$ cat src/cgc_pkg.sv
// constants and types for the clock generator control block
package cgc_pkg;
   localparam int         CGC_W             = 8;
   // standby/clock control register layout
   localparam int         CGC_HALT_BIT      = 0;
   localparam int         CGC_STOP_BIT      = 1;
   localparam int         CGC_DIV_LO_BIT    = 4;
   localparam int         CGC_DIV_HI_BIT    = 5;
   localparam logic [7:0] CGC_CTRL_RESET    = 8'h30;
   localparam logic [7:0] CGC_CTRL_MASK     = 8'h33;
   // oscillator mode register layout
   localparam int         CGC_EXT_SEL_BIT   = 7;
   localparam logic [7:0] CGC_MODE_RESET    = 8'h00;
   // divide ratio codes (ratio = 2 << code)
   localparam logic [1:0] CGC_DIV2          = 2'h0;
   localparam logic [1:0] CGC_DIV16         = 2'h3;
   // longest switch time per previous ratio, in oscillator periods
   localparam int         CGC_SW_MAX_DIV2   = 22;
   localparam int         CGC_SW_MAX_DIV4   = 24;
   localparam int         CGC_SW_MAX_DIV8   = 16;
   localparam int         CGC_SW_MAX_DIV16  = 16;
   localparam int         CGC_ADDR_W        = 20;

   typedef enum logic [1:0] {
      CGC_WR_MOV8  = 2'h0,
      CGC_WR_MOVR  = 2'h1,
      CGC_WR_LOGIC = 2'h2,
      CGC_WR_BIT   = 2'h3
   } cgc_wr_kind_e;

   typedef enum logic [1:0] {
      CGC_RUN    = 2'h0,
      CGC_SWITCH = 2'h1,
      CGC_STOPPED = 2'h3
   } cgc_state_e;
endpackage

$ cat src/cgc_clock_control.sv
// clock generator control: protected divider control, oscillator mode, divider
`timescale 1ns/1ps
module cgc_clock_control
   import cgc_pkg::*;
(
   input  wire logic                  clk,
   input  wire logic                  rst_b,
   input  wire logic                  ded_wr,
   input  wire logic [7:0]            ded_byte3,
   input  wire logic [7:0]            ded_byte4,
   input  wire logic [CGC_ADDR_W-1:0] ded_pc,
   input  wire logic                  sfr_wr,
   input  wire logic                  sfr_sel_mode,
   input  wire cgc_wr_kind_e          sfr_kind,
   input  wire logic [7:0]            sfr_wdata,
   input  wire logic                  stop_release,
   output logic [7:0]                 standby_clock_divider_control,
   output logic [7:0]                 oscillator_mode_select,
   output logic                       op_error,
   output logic [CGC_ADDR_W-1:0]      op_error_ret_addr,
   output logic                       sys_clk_en,
   output logic                       osc_run,
   output logic                       osc_src_return,
   output logic [1:0]                 div_active
);
   cgc_state_e            state, next_state;
   logic [7:0]            next_ctrl, next_mode;
   logic                  next_op_error;
   logic [CGC_ADDR_W-1:0] next_ret_addr;
   logic [3:0]            cnt, next_cnt;
   logic [1:0]            next_div_active;
   logic [3:0]            last;
   logic                  wrap;
   logic                  ded_ok;

   // terminal count of the ratio now in use
   assign last   = 4'((5'h2 << div_active) - 5'h1);
   assign wrap   = (cnt == last);
   assign ded_ok = (ded_byte3 == ~ded_byte4);

   // register writes
   always_comb begin
      next_ctrl     = standby_clock_divider_control;
      next_mode     = oscillator_mode_select;
      next_op_error = 1'b0;
      next_ret_addr = op_error_ret_addr;
      if (ded_wr && ded_ok) begin
         next_ctrl = ded_byte4 & CGC_CTRL_MASK;
      end
      if (ded_wr && !ded_ok) begin
         next_op_error = 1'b1;
         next_ret_addr = ded_pc;
      end
      // stop wake clears stop; a same-cycle dedicated set wins
      if (stop_release && !(ded_wr && ded_ok && ded_byte4[CGC_STOP_BIT])) begin
         next_ctrl[CGC_STOP_BIT] = 1'b0;
      end
      if (sfr_wr && sfr_sel_mode && sfr_kind == CGC_WR_MOV8) begin
         next_mode = sfr_wdata;
      end
      // ordinary writes to the control register are simply not decoded
   end

   always_ff @(posedge clk or negedge rst_b) begin
      if (!rst_b) begin
         standby_clock_divider_control <= CGC_CTRL_RESET;
         oscillator_mode_select        <= CGC_MODE_RESET;
         op_error                      <= 1'b0;
         op_error_ret_addr             <= '0;
      end else begin
         standby_clock_divider_control <= next_ctrl;
         oscillator_mode_select        <= next_mode;
         op_error                      <= next_op_error;
         op_error_ret_addr             <= next_ret_addr;
      end
   end

   // divider and ratio switch
   always_comb begin
      next_state      = state;
      next_cnt        = cnt;
      next_div_active = div_active;
      sys_clk_en      = 1'b0;
      case (state)
         CGC_RUN, CGC_SWITCH: begin
            sys_clk_en = wrap;
            next_cnt   = wrap ? 4'h0 : cnt + 4'h1;
            // ratio swaps only at a period boundary
            if (wrap) begin
               next_div_active = standby_clock_divider_control[CGC_DIV_HI_BIT:CGC_DIV_LO_BIT];
               next_state      = CGC_RUN;
            end else if (standby_clock_divider_control[CGC_DIV_HI_BIT:CGC_DIV_LO_BIT]
                         != div_active) begin
               next_state = CGC_SWITCH;
            end
            if (standby_clock_divider_control[CGC_STOP_BIT]) begin
               next_state = CGC_STOPPED;
               next_cnt   = 4'h0;
            end
         end
         CGC_STOPPED: begin
            next_cnt = 4'h0;
            if (!standby_clock_divider_control[CGC_STOP_BIT]) begin
               next_state      = CGC_RUN;
               next_div_active = standby_clock_divider_control[CGC_DIV_HI_BIT:CGC_DIV_LO_BIT];
            end
         end
         default: begin
            next_state = CGC_RUN;
            next_cnt   = 4'h0;
         end
      endcase
   end

   always_ff @(posedge clk or negedge rst_b) begin
      if (!rst_b) begin
         state      <= CGC_RUN;
         cnt        <= 4'h0;
         div_active <= CGC_DIV16;
      end else begin
         state      <= next_state;
         cnt        <= next_cnt;
         div_active <= next_div_active;
      end
   end

   // resonator runs only when not stopped and not in external mode
   assign osc_run = !standby_clock_divider_control[CGC_STOP_BIT]
                    && !oscillator_mode_select[CGC_EXT_SEL_BIT];
   // return pin feeds internal clock in external mode
   assign osc_src_return = oscillator_mode_select[CGC_EXT_SEL_BIT];

   // switch-time helper: periods since a ratio request went pending
   logic [5:0] sw_age;
   logic [1:0] sw_prev;
   always_ff @(posedge clk or negedge rst_b) begin
      if (!rst_b) begin
         sw_age  <= 6'h0;
         sw_prev <= CGC_DIV16;
      end else if (state == CGC_SWITCH) begin
         sw_age <= sw_age + 6'h1;
      end else begin
         sw_age  <= 6'h0;
         sw_prev <= div_active;
      end
   end

   a_switch_bound: assert property (@(posedge clk) disable iff (!rst_b)
      state == CGC_SWITCH |-> sw_age < 6'(sw_prev == CGC_DIV2 ? CGC_SW_MAX_DIV2 :
         sw_prev == 2'h1 ? CGC_SW_MAX_DIV4 :
         sw_prev == 2'h2 ? CGC_SW_MAX_DIV8 : CGC_SW_MAX_DIV16))
      else $error("ratio switch too slow");
   a_ded_write_load: assert property (@(posedge clk) disable iff (!rst_b)
      ded_wr && ded_ok && !stop_release |=> standby_clock_divider_control
         == ($past(ded_byte4) & CGC_CTRL_MASK))
      else $error("dedicated write not applied");
   a_bad_write_error: assert property (@(posedge clk) disable iff (!rst_b)
      ded_wr && !ded_ok && !stop_release |=> op_error
         && $stable(standby_clock_divider_control))
      else $error("bad dedicated write mishandled");
   a_error_ret_addr: assert property (@(posedge clk) disable iff (!rst_b)
      ded_wr && !ded_ok |=> op_error_ret_addr == $past(ded_pc))
      else $error("wrong return address");
   // no error without a bad write
   a_error_cause: assert property (@(posedge clk) disable iff (!rst_b)
      op_error |-> $past(ded_wr) && !$past(ded_ok))
      else $error("spurious operand error");
   a_plain_write_ignored: assert property (@(posedge clk) disable iff (!rst_b)
      !ded_wr && !stop_release |=> $stable(standby_clock_divider_control))
      else $error("control register changed by plain write");
   a_mode_kind_gate: assert property (@(posedge clk) disable iff (!rst_b)
      sfr_wr && sfr_sel_mode && sfr_kind != CGC_WR_MOV8 |=> $stable(oscillator_mode_select))
      else $error("mode register written by wrong kind");
   a_div_period: assert property (@(posedge clk) disable iff (!rst_b)
      sys_clk_en && state == CGC_RUN && div_active == CGC_DIV2 &&
         standby_clock_divider_control[CGC_DIV_HI_BIT:CGC_DIV_LO_BIT] == CGC_DIV2
         && !standby_clock_divider_control[CGC_STOP_BIT]
         ##1 !standby_clock_divider_control[CGC_STOP_BIT]
         |-> ##1 sys_clk_en)
      else $error("divide by two spacing wrong");
   a_stop_no_clock: assert property (@(posedge clk) disable iff (!rst_b)
      state == CGC_STOPPED |-> !sys_clk_en)
      else $error("clock running in stop");
   // oscillator off whenever stop is set, the wake cycle included; it may run again once stop clears
   a_stop_osc_off: assert property (@(posedge clk) disable iff (!rst_b)
      standby_clock_divider_control[CGC_STOP_BIT] |-> !osc_run)
      else $error("oscillator running in stop");

   c_good_write:   cover property (@(posedge clk) disable iff (!rst_b) ded_wr && ded_ok);
   c_bad_write:    cover property (@(posedge clk) disable iff (!rst_b) op_error);
   c_ratio_switch: cover property (@(posedge clk) disable iff (!rst_b)
      state == CGC_SWITCH ##[1:20] state == CGC_RUN);
   c_stop_wake:    cover property (@(posedge clk) disable iff (!rst_b)
      state == CGC_STOPPED ##[1:50] state == CGC_RUN);
endmodule // cgc_clock_control

$ cat config.mk
export PLATFORM = sky130hd
export DESIGN_NAME = cgc_clock_control
export DESIGN_NICKNAME = d
export VERILOG_FILES = /design/src/cgc_pkg.sv /design/src/cgc_clock_control.sv
export SDC_FILE = /design/constraint.sdc
export NUM_CORES = 1
export LEC_CHECK = 0
export BUFFER_PORTS_ARGS = -buffer_cell sky130_fd_sc_hd__buf_2
export CORE_ASPECT_RATIO = 0.8
export CORE_MARGIN = 1.5
export CORE_UTILIZATION = 30
export CTS_BUF_LIST = sky130_fd_sc_hd__clkbuf_2 sky130_fd_sc_hd__clkbuf_4 sky130_fd_sc_hd__clkbuf_8
export CTS_CLUSTER_SIZE = 14
export DETAILED_ROUTE_END_ITERATION = 8
export GPL_ROUTABILITY_DRIVEN = 0
export PLACE_DENSITY = 0.55
export SETUP_SLACK_MARGIN = 0.02
export SLEW_MARGIN = 10
export SYNTH_ARGS = -nofsm -noshare
export SYNTH_HDL_FRONTEND = slang
export SYNTH_SLANG_ARGS = --single-unit
$ cat constraint.sdc
create_clock -name clk -period 2.4 [get_ports clk]
set_input_delay 0.36 -clock clk [delete_from_list [all_inputs] [get_ports clk]]
set_output_delay 0.36 -clock clk [all_outputs]
set_load 0.02 [all_outputs]
==> results of run 1 <==
-- final cells by class --
type                       count  area share [%]
sequential                    41            40.6
clock buffer                   5            2.71
tap                           81            3.99
timing repair buffer          94            19.6
clock inverter                 3            1.82
multi-input combinational     88            30.9
inverter                       3           0.443
-- path summary, 6_finish.rpt --
path / end / slack (ns) / from / depth (start not counted)
max: sys_clk_en / 0.11 / cnt[1] / 4
min in group asynchronous: op_error_ret_addr[6] / 0.46 / rst_b / 2
min reg2reg: standby_clock_divider_control[0] / 0.50 / standby_clock_divider_control[0] / 1
max reg2reg: state[0] / 0.60 / div_active[0] / 5
min: op_error_ret_addr[13] / 0.29 / ded_pc[13] / 2
max in group asynchronous: op_error_ret_addr[0] / 1.41 / rst_b / 3
-- through the flow --
step                      util (%)  worst slack (ns)  instances  cell area, µm²
after floorplan                  -             0.476        141            1890
final                         42.5             0.110        315            2540
after CTS                     42.4            0.0343        314            2530
after detailed placement      40.2             0.340        305            2400
after global routing          42.5            0.0359        315            2540
after global placement        40.2             0.380        305            2400
-- sequential cells by signal, indices dropped and copies added, names as in the netlist --
| name | flops |
|---|---|
| state | 2 |
| cnt | 4 |
| standby_clock_divider_control | 4 |
| op_error | 1 |
| oscillator_mode_select | 8 |
| op_error_ret_addr | 20 |
| div_active | 2 |
-- routing by layer --
| layer | GRT usage, % | wire length (µm) |
|---|---|---|
| met5 | 0 | 0 |
| met4 | 3.65 | 23 |
| met3 | 5.07 | 296 |
| met2 | 17.1 | 1820 |
| met1 | 16.2 | 1840 |
-- critical path, stage by stage (launching register included) --
cell     delay [ns]
dfrtp_1        0.41
or4b_4         0.56
o32ai_4        0.32
o21a_4         0.20
buf_2          0.16
-- timing repair --
| action | 4_1_cts | 5_1_grt |
|---|---|---|
| gates resized for setup | 1 | 0 |
| endpoints found under the setup margin | 1 | 1 |
| hold buffers | 1 | 0 |
| pin swaps | 0 | 1 |
| setup buffers | 0 | 1 |
| endpoints found under the hold margin | 5 | 0 |
-- cell usage after synthesis, drive strengths merged --
| cell type | n |
|---|---|
| o32ai | 1 |
| inv | 3 |
| buf | 7 |
| nand3 | 1 |
| nand4 | 2 |
| o211ai | 4 |
| nor4 | 3 |
| o22a | 1 |
| dfstp | 4 |
| nor2 | 5 |
| o21a | 2 |
| ha | 1 |
| or3b | 1 |
| a31o | 1 |
| clkbuf | 2 |
| or4b | 1 |
| nor4b | 1 |
| conb | 1 |
| xnor2 | 9 |
| mux2 | 32 |
| or2 | 2 |
| nand3b | 1 |
| dfrtp | 37 |
| nand2 | 7 |
| xor2 | 3 |
| a211oi | 1 |
| nor2b | 1 |
| nor3 | 4 |
-- cell families (layout without fill, tap and decap cells) --
family | after synthesis | after routing | synth area share (%)
flops | 41 | 41 | 55.0
mux | 32 | 32 | 19.2
simple gates | 29 | 29 | 8.74
xor+xnor | 12 | 12 | 5.60
buf+inv | 12 | 105 | 4.20
compound gates | 10 | 10 | 6.40
fa+ha+maj | 1 | 1 | 0.667
other cells | 1 | 4 | 0.200
-- power breakdown --
part | total, W | internal, W | switching (W) | leakage [nW]
Combinational | 0.000702 | 0.000335 | 0.000367 | 0.684
Sequential | 0.000916 | 0.000815 | 0.000101 | 0.484
Clock | 0.000559 | 0.000311 | 0.000247 | 0.0543
==> impl_metrics.ini, run 1 <==
[synthesis]
yosys.area.top_type = dfrtp_1
avgSynthCellArea_um2 = 13.6
ys_top_cells_by_area = dfrtp_1, mux2_2, dfstp_2
synthDistinctLibCells = 32
synth-seq-cells = 41
yosysSeqAreaShare_pct = 55.0
netlist_instances = 138
netlist_area_mm2 = 0.00188
synth_top_area_share_pct = 49.4
yosys_warnings = 0

[timing]
rsz0062_at_grt = false
slew_headroom_pct = 58.8
holdWs_ns = 0.294
period_share_pct = 95.4
max_freq_mhz = 437
post-route-min-period_ns = 2.29
setup_violations = 0
maxSlewViolCount = 0
finalSetupTns_ns = 0
skew_ns = 0.00115
tightest_slew_ns = 0.615
final_hold_viol_count = 0

[clock_tree]
htree_levels = 2
clock_latency_ns = 0.28
clockRootBuffer = clkbuf_8
tritoncts = built
cts_buffer_depth = 2
clkTransAtPathRegs_ns = 0.09
numClockSinks = 41
numCtsBuffers = 5

[detailed_routing]
wl_mm = 3.98
avgRoutedWirePerCell_um = 12.6
ant_nets = 0
first_pass_iters = 4
via_per_inst = 4.34
dr_total_vias = 1366
drc = 0
drt_iter0_markers = 22

[finish]
ff_latch_area_mm2 = 0.00103
fin_nets = 286
diodes = 0
area_growth_pct = 35.5
final_cell_mix = buf_2, dfrtp_1, mux2_2
drive_above_1_share_pct = 62.8
multi_input_area_um2 = 785
fillers = 595
layout_commonest_cell = buf_2

[floorplan]
rows = 25
start_util_pct = 31.4
dieArea_mm2 = 0.00674
io_pins = 94
die_h_um = 73.7
core_mm2 = 0.00597
die_w_um = 91.4

[global_routing]
grt.total_usage_pct = 11.9
grt_max_degree = 22
grt_overflow = 0
antenna_found_initial = 0
grt_first_pass_wirelength_mm = 6.17
first_global_vias = 1295

[power_and_ir_drop]
ir_drop_mv = 0.385
report.power.total_w = 0.00218
p_leak_nw = 1.22
powerDensity_mw_per_mm2 = 856

[worst_setup_path]
crit_required_ns = 2.04
path_class = flop to primary output
arrival_ns = 1.93
start_kind = flop
path_max_fanout = 5
crit_path_end_kind = primary output

[flow_run]
drv_cap = 0

[outcome]
status = finished clean

[min_path]
hp-class = primary input to flop

[placement]
io_buffers = 89
dp_hpwl_mm = 3.07
Note: power is estimated with default switching activity, not from simulation.
==> run 2, diff against run 1 <==
REMOVE_ABC_BUFFERS = 1   (was unset)
SETUP_SLACK_MARGIN = 0.5   (was 0.02)
==> impl_metrics.ini, run 2 (synthesis gave the netlist of run 1 again) <==
[global_routing]
grt_overflow = 0
grt.total_usage_pct = 12.1
grt_max_degree = 29
first_global_vias = 1339
antenna_found_initial = 0
grt_first_pass_wirelength_mm = 6.33

[timing]
rsz0062_at_grt = true
holdWs_ns = 0.285
setup_violations = 0
worst_slack_ns = 0.284
period_share_pct = 88.2
slew_headroom_pct = 59.6
skew_ns = 0.00176
max_freq_mhz = 473
finalSetupTns_ns = 0
maxSlewViolCount = 0
final_hold_viol_count = 0
post-route-min-period_ns = 2.12
tightest_slew_ns = 0.603

[placement]
place_ws_ns = 0.303
dp_hpwl_mm = 2.97
io_buffers = 89
postPlaceCellArea_mm2 = 0.00239

[worst_setup_path]
arrival_ns = 1.76
crit_required_ns = 2.04
crit_path_end_kind = primary output
start_kind = flop
path_class = flop to primary output
path_max_fanout = 3
reg2reg_to = cnt[2]
critPathSlowestCell = or4b_4
reg2reg_depth = 6
path_cells = or4b_4, o32ai_4, o21a_4, buf_6
reg2reg_slack_ns = 0.62
max_stage_delay_ns = 0.54
r2r_start = div_active[0]

[finish]
reg.largest.list = op_error_ret_addr (20), oscillator_mode_select (8)
area_growth_pct = 36.4
largest_reg_flops = 20
final_cell_mix = buf_2, dfrtp_1, mux2_2
layout_commonest_cell = buf_2
top_register = op_error_ret_addr
fin_nets = 293
drive_above_1_share_pct = 63.9
diodes = 0
final_cell_area_mm2 = 0.00256

[power_and_ir_drop]
power.internal_w = 0.00146
switching_share_pct = 34.0
switchingPower_w = 0.000752
seqPwrFrac_pct = 40.5
p_clk_share_pct = 21.3
p_leak_nw = 1.25
powerDensity_mw_per_mm2 = 865
report.power.total_w = 0.00221
ir_drop_mv = 0.310
pwr-share-comb_pct = 38.2

[detailed_routing]
dr_total_vias = 1404
first_pass_iters = 4
via_per_inst = 4.36
drt_iter0_markers = 27
wl_mm = 4.06
ant_nets = 0
avgRoutedWirePerCell_um = 12.6
drc = 0

[clock_tree]
clkTransAtPathRegs_ns = 0.09
clockRootBuffer = clkbuf_8
numCtsBuffers = 5
tritoncts = built
cts_buffer_depth = 2
htree_levels = 2
numClockSinks = 41
clock_latency_ns = 0.29

[floorplan]
rows = 25
dieArea_mm2 = 0.00674
core_mm2 = 0.00597
io_pins = 94
start_util_pct = 31.4
die_h_um = 73.7
die_w_um = 91.4

[min_path]
min_path_cells = 2
min_from = ded_pc[4]
hp-class = primary input to flop
whs_endpoint = op_error_ret_addr[4]

[outcome]
status = finished clean

[flow_run]
drv_cap = 0
run 2: final cells by class:
| type | instances | area [µm²] |
|---|---|---|
| inverters | 3 | 11.3 |
| fillers | 579 | 3420 |
| multi-input cells | 88 | 777 |
| clock buffers | 5 | 68.8 |
| well taps | 81 | 101 |
| clock inverters | 3 | 25.0 |
| repair buffers | 101 | 544 |
| flip-flops and latches | 41 | 1030 |
run 2: stage by stage:
stage	std cells	util (%)
2_1_floorplan	132	-
3_3_place_gp	305	40.0
3_5_place_dp	305	40.0
4_1_cts	317	42.2
5_1_grt	322	42.8
6_report	322	42.8
run 2: routing by layer:
metal | part of all wire [%] | up-vias | global-route usage [%]
met5 | 0 | - | 0
met4 | 0.99 | 0 | 4.17
met3 | 10 | 5 | 5.80
met2 | 44 | 65 | 18.4
met1 | 44 | 657 | 15.0
li1 | - | 677 | -
run 2: critical path, delay by kind of cell (launching register included):
kind | cells | cell delay, ns
simple gates | 1 | 0.54
buf+inv | 1 | 0.11
flops | 1 | 0.38
compound gates | 2 | 0.43
run 2: worst max-delay path by stage:
stage / startpoint / endpoint / slack, ns / depth (start not counted)
final: div_active[1] / sys_clk_en / 0.28 / 4
after global routing: div_active[0] / sys_clk_en / 0.22 / 4
after CTS: cnt[1] / sys_clk_en / 0.21 / 4
after detailed placement: ded_byte4[4] / op_error_ret_addr[1] / 0.30 / 6
after global placement: ded_byte4[4] / op_error_ret_addr[18] / 0.34 / 6
after floorplan: div_active[0] / sys_clk_en / 0.48 / 3
run 2: repair_timing:
| action | in CTS | in global routing |
|---|---|---|
| resized for setup | 2 | 0 |
| endpoints found under the setup margin | 1 | 1 |
| setup buffers | 3 | 5 |
| hold buffers | 1 | 0 |
| pin swaps | 3 | 3 |
| hold endpoints to repair | 13 | 0 |
run 2: power groups by stage:
stage | clock network (W) | registers (W) | logic [W]
4_1_cts | 0.000488 | 0.000904 | 0.000763
3_3_place_gp | 0 | 0.000924 | 0.000692
2_1_floorplan | 0 | 0.00102 | 0.000374
3_5_place_dp | 0 | 0.000928 | 0.000693
5_1_grt | 0.000522 | 0.000914 | 0.000919
6_report | 0.000471 | 0.000897 | 0.000847
